==> src/sda_map.svh <==
// Constants of the sigma-delta converter control block
// Functional notes
// - Unipolar gives straight binary, zero at bottom
// - Bipolar gives offset binary, zero at midpoint
// - Modulator bit sampled at clock over 128, over 256 with clock divide bit set
// - Third-order sinc decimation filter on stream
// - Output word rate equals first notch
// - Cutoff is 0.262 of first notch
// - Rate selects move notches, same shape
// - Step settles within four output periods
// - Three periods after sync hold released
// - Chip select high floats output, ignores clock
// - Sample input rising, change output falling
// - All shifting is most significant first
// - Works with chip select tied low
// - Seven registers, full-width transfers
// - 16-bit result, 24-bit offset and gain
// - 8-bit setup and clock registers
// - Idle device takes next byte as command
// - Command byte first, then register transfer
// - After data step, wait for command
// - 32 ones resynchronise, registers kept
// - Ready low on result, high after read
// - Command bit: zero write, one read
// - Sync hold resets filter and modulator path
`ifndef SDA_MAP_SVH
`define SDA_MAP_SVH
`define SDA_RS_COMM    3'h0
`define SDA_RS_SETUP   3'h1
`define SDA_RS_CLOCK   3'h2
`define SDA_RS_DATA    3'h3
`define SDA_RS_TEST    3'h4
`define SDA_RS_NOP     3'h5
`define SDA_RS_OFFSET  3'h6
`define SDA_RS_GAIN    3'h7
`define SDA_CMD_RW     3
`define SDA_CMD_PD     2
`define SDA_SET_UNI    2
`define SDA_SET_BUF    1
`define SDA_SET_HOLD   0
`define SDA_CLK_DIS    4
`define SDA_CLK_DIV    3
`define SDA_CLK_RANGE  2
`define SDA_COMM_RST   8'h00
`define SDA_SETUP_RST  8'h01
`define SDA_CLOCK_RST  8'h05
`define SDA_OFFSET_RST 24'h1f4000
`define SDA_GAIN_RST   24'h5761ab
`define SDA_MOD_DIV    8'd128
`define SDA_SETTLE     2'd3
`define SDA_RESYNC     6'd32
`endif

==> src/sda_pkg.sv <==
// Types of the sigma-delta converter control block
package sda_pkg;
  typedef enum logic [1:0] {
    SDA_IDLE = 2'b00,
    SDA_CMD  = 2'b01,
    SDA_WR   = 2'b10,
    SDA_RD   = 2'b11
  } sda_state_t;
  typedef struct packed {
    logic cs_n;
    logic sclk;
    logic din;
  } sda_ser_in_t;
  typedef struct packed {
    logic dout;
    logic dout_oe;
  } sda_ser_out_t;
endpackage : sda_pkg

==> src/sda_ctrl.sv <==
// Serial port, registers and sinc3 decimator of the converter
`timescale 1ns/1ns
`include "sda_map.svh"
module sda_ctrl #(
  parameter int ACC_W = 32
) (
  input  wire logic                 clk_sys,
  input  wire logic                 rst_b,
  input  wire logic                 clk_en,
  input  wire sda_pkg::sda_ser_in_t ser_in,
  output sda_pkg::sda_ser_out_t     ser_out,
  input  wire logic                 mod_bit,
  output logic                      data_ready_n,
  output logic [1:0]                channel_select,
  output logic [2:0]                gain_select,
  output logic [1:0]                cal_mode,
  output logic                      buffer_enable,
  output logic                      power_down,
  output logic                      clock_out_disable
);
  // Accumulators must hold the cubic growth of the decimator
  if (ACC_W < 28) begin : g_acc_check
    $error("ACC_W too small for sinc3 growth");
  end

  sda_pkg::sda_state_t st_ff, nxt_st;
  logic        sclk_q_ff, nxt_sclk_q;
  logic [4:0]  bit_cnt_ff, nxt_bit_cnt;
  logic [5:0]  ones_ff, nxt_ones;
  logic [23:0] in_sh_ff, nxt_in_sh, out_sh_ff, nxt_out_sh;
  logic        dout_ff, nxt_dout;
  logic [7:0]  comm_ff, nxt_comm, setup_ff, nxt_setup;
  logic [7:0]  clock_ff, nxt_clock, test_ff, nxt_test;
  logic [23:0] ofs_ff [3], nxt_ofs [3], gn_ff [3], nxt_gn [3];
  logic        data_ready_n_n_ff, nxt_data_ready_n_n;
  logic [15:0] data_ff, nxt_data;
  logic        rise, fall, rd_done;
  logic [4:0]  width;
  logic [1:0]  pair;
  logic [7:0]  cmd;
  logic [23:0] wval;

  // Register width of the selected register
  function automatic logic [4:0] reg_width(input logic [2:0] rs);
    case (rs)
      `SDA_RS_DATA:   reg_width = 5'd16;
      `SDA_RS_OFFSET: reg_width = 5'd24;
      `SDA_RS_GAIN:   reg_width = 5'd24;
      `SDA_RS_NOP:    reg_width = 5'd0;
      default:        reg_width = 5'd8;
    endcase
  endfunction : reg_width

  // Channel to offset/gain pair
  function automatic logic [1:0] pair_of(input logic [1:0] ch);
    pair_of = (ch == 2'b01) ? 2'd1 : (ch == 2'b11) ? 2'd2 : 2'd0;
  endfunction : pair_of

  // Edges count only while selected, so a tied-low select works too
  assign rise = clk_en & ~ser_in.cs_n & ser_in.sclk & ~sclk_q_ff;
  assign fall = clk_en & ~ser_in.cs_n & ~ser_in.sclk & sclk_q_ff;
  assign width = reg_width(comm_ff[6:4]);
  assign pair = pair_of(comm_ff[1:0]);
  assign cmd = {in_sh_ff[6:0], ser_in.din};
  assign wval = {in_sh_ff[22:0], ser_in.din};
  assign rd_done = rise & (st_ff == sda_pkg::SDA_RD)
                   & (bit_cnt_ff == width - 5'd1);

  // Filter side signals
  logic             mod_stb, new_res;
  logic [15:0]      res_code;

  // Serial engine and register file next state
  always_comb begin
    nxt_st = st_ff;
    nxt_sclk_q = ser_in.sclk;
    nxt_bit_cnt = bit_cnt_ff;
    nxt_ones = ones_ff;
    nxt_in_sh = in_sh_ff;
    nxt_out_sh = out_sh_ff;
    nxt_dout = dout_ff;
    nxt_comm = comm_ff;
    nxt_setup = setup_ff;
    nxt_clock = clock_ff;
    nxt_test = test_ff;
    nxt_ofs = ofs_ff;
    nxt_gn = gn_ff;
    nxt_data = data_ff;
    nxt_data_ready_n_n = data_ready_n_n_ff;
    if (rise) begin
      nxt_in_sh = wval;
      nxt_bit_cnt = bit_cnt_ff + 5'd1;
      case (st_ff)
        sda_pkg::SDA_IDLE: begin
          if (!ser_in.din) begin
            nxt_st = sda_pkg::SDA_CMD;
            nxt_bit_cnt = 5'd1;
          end
        end
        sda_pkg::SDA_CMD: begin
          if (bit_cnt_ff == 5'd7) begin
            nxt_comm = {1'b0, cmd[6:0]};
            nxt_bit_cnt = 5'd0;
            if (cmd[6:4] == `SDA_RS_NOP) begin
              nxt_st = sda_pkg::SDA_IDLE;
            end else if (cmd[`SDA_CMD_RW]) begin
              nxt_st = sda_pkg::SDA_RD;
              case (cmd[6:4])
                `SDA_RS_COMM:  nxt_out_sh = {data_ready_n_n_ff, cmd[6:0], 16'h0000};
                `SDA_RS_SETUP: nxt_out_sh = {setup_ff, 16'h0000};
                `SDA_RS_CLOCK: nxt_out_sh = {3'h0, clock_ff[4:0], 16'h0000};
                `SDA_RS_DATA:  nxt_out_sh = {data_ff, 8'h00};
                `SDA_RS_TEST:  nxt_out_sh = {test_ff, 16'h0000};
                `SDA_RS_OFFSET: nxt_out_sh = ofs_ff[pair_of(cmd[1:0])];
                default:       nxt_out_sh = gn_ff[pair_of(cmd[1:0])];
              endcase
            end else if (cmd[6:4] == `SDA_RS_COMM) begin
              nxt_st = sda_pkg::SDA_IDLE;
            end else begin
              nxt_st = sda_pkg::SDA_WR;
            end
          end
        end
        sda_pkg::SDA_WR: begin
          if (bit_cnt_ff == width - 5'd1) begin
            nxt_st = sda_pkg::SDA_IDLE;
            case (comm_ff[6:4])
              `SDA_RS_SETUP:  nxt_setup = wval[7:0];
              `SDA_RS_CLOCK:  nxt_clock = {3'h0, wval[4:0]};
              `SDA_RS_TEST:   nxt_test = wval[7:0];
              `SDA_RS_OFFSET: nxt_ofs[pair] = wval;
              `SDA_RS_GAIN:   nxt_gn[pair] = wval;
              default:        nxt_test = test_ff;
            endcase
          end
        end
        sda_pkg::SDA_RD: begin
          if (rd_done) nxt_st = sda_pkg::SDA_IDLE;
        end
        default: nxt_st = sda_pkg::SDA_IDLE;
      endcase
      // Thirty-two ones in a row drop framing, registers untouched
      nxt_ones = ser_in.din ? ones_ff + 6'd1 : 6'd0;
      if (ser_in.din && ones_ff == `SDA_RESYNC - 6'd1) begin
        nxt_st = sda_pkg::SDA_IDLE;
        nxt_ones = 6'd0;
        nxt_comm = comm_ff;
        nxt_setup = setup_ff;
        nxt_clock = clock_ff;
        nxt_test = test_ff;
        nxt_ofs = ofs_ff;
        nxt_gn = gn_ff;
      end
    end
    // Read data leaves on falling edges, first one after the command
    if (fall && st_ff == sda_pkg::SDA_RD) begin
      nxt_dout = out_sh_ff[23];
      nxt_out_sh = {out_sh_ff[22:0], 1'b0};
    end
    // Full data word read clears ready; a new result wins
    if (rd_done && comm_ff[6:4] == `SDA_RS_DATA) nxt_data_ready_n_n = 1'b1;
    if (new_res) begin
      nxt_data = res_code;
      nxt_data_ready_n_n = 1'b0;
    end
  end

  // Serial engine and register file state
  always_ff @(posedge clk_sys) begin
    if (!rst_b) begin
      st_ff <= sda_pkg::SDA_IDLE;
      sclk_q_ff <= 1'b1;                 // Idle level, no false edge
      bit_cnt_ff <= 5'd0;
      ones_ff <= 6'd0;
      in_sh_ff <= 24'h000000;
      out_sh_ff <= 24'h000000;
      dout_ff <= 1'b0;
      comm_ff <= `SDA_COMM_RST;
      setup_ff <= `SDA_SETUP_RST;
      clock_ff <= `SDA_CLOCK_RST;
      test_ff <= 8'h00;
      for (int i = 0; i < 3; i++) begin
        ofs_ff[i] <= `SDA_OFFSET_RST;
        gn_ff[i] <= `SDA_GAIN_RST;
      end
      data_ff <= 16'h0000;
      data_ready_n_n_ff <= 1'b1;
    end else if (clk_en) begin
      st_ff <= nxt_st;
      sclk_q_ff <= nxt_sclk_q;
      bit_cnt_ff <= nxt_bit_cnt;
      ones_ff <= nxt_ones;
      in_sh_ff <= nxt_in_sh;
      out_sh_ff <= nxt_out_sh;
      dout_ff <= nxt_dout;
      comm_ff <= nxt_comm;
      setup_ff <= nxt_setup;
      clock_ff <= nxt_clock;
      test_ff <= nxt_test;
      ofs_ff <= nxt_ofs;
      gn_ff <= nxt_gn;
      data_ff <= nxt_data;
      data_ready_n_n_ff <= nxt_data_ready_n_n;
    end
  end

  // Pins and control outputs
  assign ser_out.dout = dout_ff;
  assign ser_out.dout_oe = ~ser_in.cs_n;
  assign data_ready_n = data_ready_n_n_ff;
  assign channel_select = comm_ff[1:0];
  assign power_down = comm_ff[`SDA_CMD_PD];
  assign cal_mode = setup_ff[7:6];
  assign gain_select = setup_ff[5:3];
  assign buffer_enable = setup_ff[`SDA_SET_BUF];
  assign clock_out_disable = clock_ff[`SDA_CLK_DIS];

  // Filter state
  logic             hold;
  logic [7:0]       div_ff, nxt_div;
  logic [8:0]       dec_ff, nxt_dec;
  logic [1:0]       settle_ff, nxt_settle;
  logic [ACC_W-1:0] integ_ff [3], nxt_integ [3];
  logic [ACC_W-1:0] comb_ff [3], nxt_comb [3];
  logic [ACC_W-1:0] raw, cd;
  logic [3:0]       lg;
  logic [16:0]      scaled;

  assign hold = setup_ff[`SDA_SET_HOLD];
  // Decimation is a power of two picked by range and rate selects
  assign lg = clock_ff[`SDA_CLK_RANGE] ? 4'd9 - {2'b00, clock_ff[1:0]}
                                       : 4'd8 - {2'b00, clock_ff[1:0]};
  assign mod_stb = clk_en & ~hold & ~power_down & (div_ff ==
                   (clock_ff[`SDA_CLK_DIV] ? 8'd255 : `SDA_MOD_DIV - 8'd1));

  // Sinc3 next state: integrators per sample, combs per output
  always_comb begin
    nxt_div = div_ff + 8'd1;
    if (mod_stb) nxt_div = 8'd0;
    nxt_dec = dec_ff;
    nxt_settle = settle_ff;
    nxt_integ = integ_ff;
    nxt_comb = comb_ff;
    raw = '0;
    cd = '0;
    new_res = 1'b0;
    if (mod_stb) begin
      nxt_integ[0] = integ_ff[0] + ACC_W'(mod_bit);
      for (int i = 1; i < 3; i++) nxt_integ[i] = integ_ff[i] + integ_ff[i-1];
      nxt_dec = dec_ff + 9'd1;
      if (dec_ff == 9'((1 << lg) - 1)) begin
        nxt_dec = 9'd0;
        cd = integ_ff[2];
        for (int i = 0; i < 3; i++) begin
          nxt_comb[i] = cd;
          cd = cd - comb_ff[i];
        end
        raw = cd;
        if (settle_ff != `SDA_SETTLE - 2'd1) nxt_settle = settle_ff + 2'd1;
        new_res = (settle_ff == `SDA_SETTLE - 2'd1);
      end
    end
    if (hold) begin
      nxt_div = 8'd0;
      nxt_dec = 9'd0;
      nxt_settle = 2'd0;
      for (int i = 0; i < 3; i++) begin
        nxt_integ[i] = '0;
        nxt_comb[i] = '0;
      end
    end
  end

  // Scale full-scale density to 16 bits, then apply coding
  always_comb begin
    // Shortest decimation needs a left shift instead
    if (lg == 4'd5) scaled = 17'({raw[15:0], 1'b0});
    else scaled = 17'(raw >> (3 * lg - 16));
    if (scaled > 17'h0ffff) scaled = 17'h0ffff;
    if (setup_ff[`SDA_SET_UNI]) begin
      res_code = (scaled < 17'h08000) ? 16'h0000
                 : 16'({scaled[15:0], 1'b0} - 17'h10000);
      if (scaled[16] || scaled[15:0] == 16'hffff) res_code = 16'hffff;
    end else begin
      res_code = scaled[15:0];
    end
  end

  // Filter registers
  always_ff @(posedge clk_sys) begin
    if (!rst_b) begin
      div_ff <= 8'd0;
      dec_ff <= 9'd0;
      settle_ff <= 2'd0;
      for (int i = 0; i < 3; i++) begin
        integ_ff[i] <= '0;
        comb_ff[i] <= '0;
      end
    end else if (clk_en) begin
      div_ff <= nxt_div;
      dec_ff <= nxt_dec;
      settle_ff <= nxt_settle;
      integ_ff <= nxt_integ;
      comb_ff <= nxt_comb;
    end
  end
endmodule : sda_ctrl

==> config.mk <==
export PLATFORM = sky130hd
export DESIGN_NAME = sda_ctrl
export DESIGN_NICKNAME = d
export VERILOG_FILES = /design/src/sda_pkg.sv /design/src/sda_ctrl.sv
export VERILOG_INCLUDE_DIRS = /design/src
export SDC_FILE = /design/constraint.sdc
export NUM_CORES = 1
export LEC_CHECK = 0
export BUFFER_PORTS_ARGS = -buffer_cell sky130_fd_sc_hd__buf_2
export CAP_MARGIN = 20
export CORE_MARGIN = 2
export CORE_UTILIZATION = 40
export DETAILED_ROUTE_END_ITERATION = 10
export GPL_TIMING_DRIVEN = 0
export HOLD_SLACK_MARGIN = 0.08
export SLEW_MARGIN = 20
export SYNTH_ARGS = -nofsm -noshare
export SYNTH_HDL_FRONTEND = slang
export SYNTH_SLANG_ARGS = --single-unit
==> constraint.sdc <==
create_clock -name clk_sys -period 14.9 [get_ports clk_sys]
set_clock_uncertainty 0.15 [all_clocks]
set_input_delay 2.98 -clock clk_sys [delete_from_list [all_inputs] [get_ports clk_sys]]
set_output_delay 2.98 -clock clk_sys [all_outputs]
set_load 0.05 [all_outputs]
==> flow_metrics.env <==
export IMPL_postCtsHoldBufs=0
export IMPL_rrSetupSlack_ns=4.65
export IMPL_yosysMostFrequentCell="nand2_1"
export IMPL_wire_per_inst_um=19.0
export IMPL_yosysSeqAreaShare=0.317
export IMPL_io_pins=20
export IMPL_clk_latency_ns=0.62
export IMPL_cp_max_fo=10
export IMPL_cts_clk_slew_worst_paths_ns=0.06
export IMPL_antenna_found_initial=2
export IMPL_crit_type="register to register"
export IMPL_synth_top_cell_by_area="dfxtp_1"
export IMPL_ys_seq_elements=461
export IMPL_ys_warnings_count=0
export IMPL_maxCapViolCount=0
export IMPL_viasPerCell=5.67
export IMPL_coreArea_mm2=0.0717
export IMPL_post_cts_setup_buffers=0
export IMPL_r2r_start="integ_ff[0]$_SDFFE_PN0P_"
export IMPL_syn_inst=3800
export IMPL_hold_class="register to register"
export IMPL_ant_nets=0
export IMPL_synth_area_leaders="dfxtp_1 (32%), nand2_1 (8.3%), ha_1 (7.4%)"
export IMPL_numCtsBuffers=53
export IMPL_r2r_end="data_ff[0]$_SDFFE_PN0P_"
export IMPL_globalRouteTotalUtil=0.241
export IMPL_peakVddDrop_uv=80.2
export IMPL_h_tree_depth=2
export IMPL_rsz0062_at_grt="no"
export IMPL_rows=98
export IMPL_cts_tree="yes"
export IMPL_routabilityCongestion=1.00
export IMPL_final_setup_tns_ns=0
export IMPL_cellPowerDensity_mw_per_mm2=84.7
export IMPL_wirelength_um=92300
export IMPL_setup_viol=0
export IMPL_drtPass1Iterations=5
export IMPL_clk_path_buf_depth=3
export IMPL_final_net_count=4059
export IMPL_multi_input_area_mm2=0.0183
export IMPL_min_period_ns=10.25
export IMPL_cp_top_family="compound AO/OA/AOI/OAI gates"
export IMPL_drive_above_1_share=0.0623
export IMPL_place_hpwl_um=69200
export IMPL_startpoint="integ_ff[0]$_SDFFE_PN0P_"
export IMPL_async_reset_ff_frac=0
export IMPL_start_util=0.406
export IMPL_finalHoldViolations=0
export IMPL_arrival_ns=10.64
export IMPL_ctsRootBufferMaster="clkbuf_16"
export IMPL_cp_end_kind="register"
export IMPL_cp_start_kind="register"
export IMPL_synthFlopType="dfxtp_1"
export IMPL_worstMarginPinSlew_ns=1.14
export IMPL_fillerInstances=7328
export IMPL_synth_edf_count=0
export IMPL_syn_to_final_growth_pct=11.1
export IMPL_syn_area_mm2=0.0291
export IMPL_cp_depth=42
export IMPL_die_y_um=274
export IMPL_regArea_mm2=0.00923
export IMPL_drv_slew=0
export IMPL_critPathCapture="data_ff[0]$_SDFFE_PN0P_"
export IMPL_period_share=0.688
export IMPL_synth_cell_types=114
export IMPL_port_buffers=17
export IMPL_relSlewSlack=0.219
export IMPL_synth_nets=3986
export IMPL_crit_required_ns=15.29
export IMPL_avgSynthCellArea_um2=7.66
export IMPL_power_uw=2740
export IMPL_grt_max_degree=16
export IMPL_grt_pass1_wl_um=145000
export IMPL_p_leak_uw=0.0126
export IMPL_reg2reg_depth=42
export IMPL_synthTopCellsByCount="nand2_1 (644), dfxtp_1 (461), nor2_1 (350)"
export IMPL_die_w_um=274
export IMPL_status="complete, no violations"
export IMPL_slowest_delay_ns=0.54
export IMPL_first_global_vias=25200
export IMPL_drt_iter0_markers=2668
export IMPL_via_count=27600
export IMPL_numClockSinks=461
export IMPL_die_area_mm2=0.0749
export IMPL_synth_top_area_frac=0.317
export IMPL_fmax_mhz=97.6
export IMPL_path_buf_inv=4
export IMPL_globalRoute_totalOverflow=0
export IMPL_postCtsResizedCells=0
export IMPL_crit_slowest_cell="a221oi_1"
export IMPL_route_detailed_drc=0
==> where the power goes <==
| part | total (uW) | switching (uW) | internal [uW] |
|---|---|---|---|
| sequential | 1230 | 0.440 | 1230 |
| combinational | 58.6 | 49.8 | 8.82 |
| clock | 1450 | 557 | 890 |
| total | 2740 | 607 | 2130 |
==> through the flow <==
step / setup slack, ns / util / cells / hold slack, ns / cell area (um^2)
after floorplan: 6.40 / - / 3800 / 0.282 / 29100
after global routing: 3.98 / 0.451 / 4866 / 0.324 / 32300
after global placement: 4.91 / 0.424 / 4767 / 0.288 / 30400
after detailed placement: 4.90 / 0.424 / 4768 / 0.293 / 30400
after CTS: 4.82 / 0.451 / 4866 / 0.302 / 32300
final: 4.65 / 0.451 / 4867 / 0.301 / 32400
==> tightest hold or removal path, cell delays in order, from the launching register on <==
cell and delay (ns):
dfxtp_1 0.31, nand2_1 0.05, a21oi_1 0.05
==> worst min path at each step <==
stage	start	to	slack, ns	depth (start not counted)
2_1_floorplan	data_ff[12]$_SDFFE_PN0P_	data_ff[12]$_SDFFE_PN0P_	0.28	2
3_3_place_gp	ofs_ff[57]$_SDFFE_PN0P_	ofs_ff[57]$_SDFFE_PN0P_	0.29	2
3_5_place_dp	gn_ff[63]$_SDFFE_PN0P_	gn_ff[63]$_SDFFE_PN0P_	0.29	2
4_1_cts	gn_ff[63]$_SDFFE_PN0P_	gn_ff[63]$_SDFFE_PN0P_	0.30	2
5_1_grt	ofs_ff[30]$_SDFFE_PN0P_	ofs_ff[30]$_SDFFE_PN0P_	0.32	2
6_report	gn_ff[63]$_SDFFE_PN0P_	gn_ff[63]$_SDFFE_PN0P_	0.30	2
==> state kept, by name, indices dropped and copies added (netlist names) <==
| register | cells |
|---|---|
| out_sh_ff | 24 |
| bit_cnt_ff | 5 |
| data_ready_n | 1 |
| gn_ff | 72 |
| comm_ff | 6 |
| clock_ff | 5 |
| settle_ff | 2 |
| ones_ff | 6 |
| st_ff | 2 |
| test_ff | 8 |
| setup_ff | 8 |
| ofs_ff | 72 |
| integ_ff | 96 |
| sclk_q_ff | 1 |
| dec_ff | 9 |
| data_ff | 16 |
| dout_ff | 1 |
| div_ff | 8 |
| in_sh_ff | 23 |
| comb_ff | 96 |
==> cell usage in the layout (no fill, tap or decap), types with 26 or more instances in the layout <==
cell         n
inv_1      161
and3_1      35
or3_1       40
xor2_1      63
buf_4       27
a21oi_1    321
nand3_1    125
nor2_1     349
clkbuf_16   53
o21ai_0    232
a211oi_1    52
a21o_1      45
ha_1       173
buf_2       30
and2_1      32
clkbuf_1   189
mux2i_1     92
xnor2_1     91
nor3_1      76
dfxtp_1    461
o211ai_1    26
nand4_1     29
nand2_1    644
a22oi_1     44
==> per-layer routing <==
layer  vias to the layer above  share of wire  track usage  wire length, um
met5                         -       0.000087            0                8
met4                         2          0.027       0.0705             2520
met3                       165          0.075       0.0426             6900
met2                       935           0.42        0.361            38700
met1                     12900           0.48        0.351            44200
li1                      13600              -            -                -
==> area by class of cell <==
type,count,share of cell area
Sequential cell,461,0.285
Timing Repair Buffer,18,0.00278
Tap cell,950,0.0367
Antenna cell,1,0.0000773
Clock buffer,73,0.0470
Multi-Input combinational cell,2936,0.565
Inverter,170,0.0197
Clock inverter,25,0.0132
Buffer,233,0.0307
==> kinds of logic (layout without fill, tap and decap cells) <==
| logic type | after synthesis | after routing | synth area share |
|---|---|---|---|
| AOI/OAI and AO/OA | 1024 | 1024 | 0.228 |
| xor gates and xnor gates | 157 | 157 | 0.0485 |
| adders and majority gates | 179 | 179 | 0.0785 |
| buffers and inverters | 403 | 519 | 0.0560 |
| DFF | 461 | 461 | 0.317 |
| muxes | 122 | 122 | 0.0495 |
| other | 0 | 1 | 0 |
| and+or+nand+nor | 1454 | 1454 | 0.223 |
Note: power is estimated with default switching activity, not from simulation.
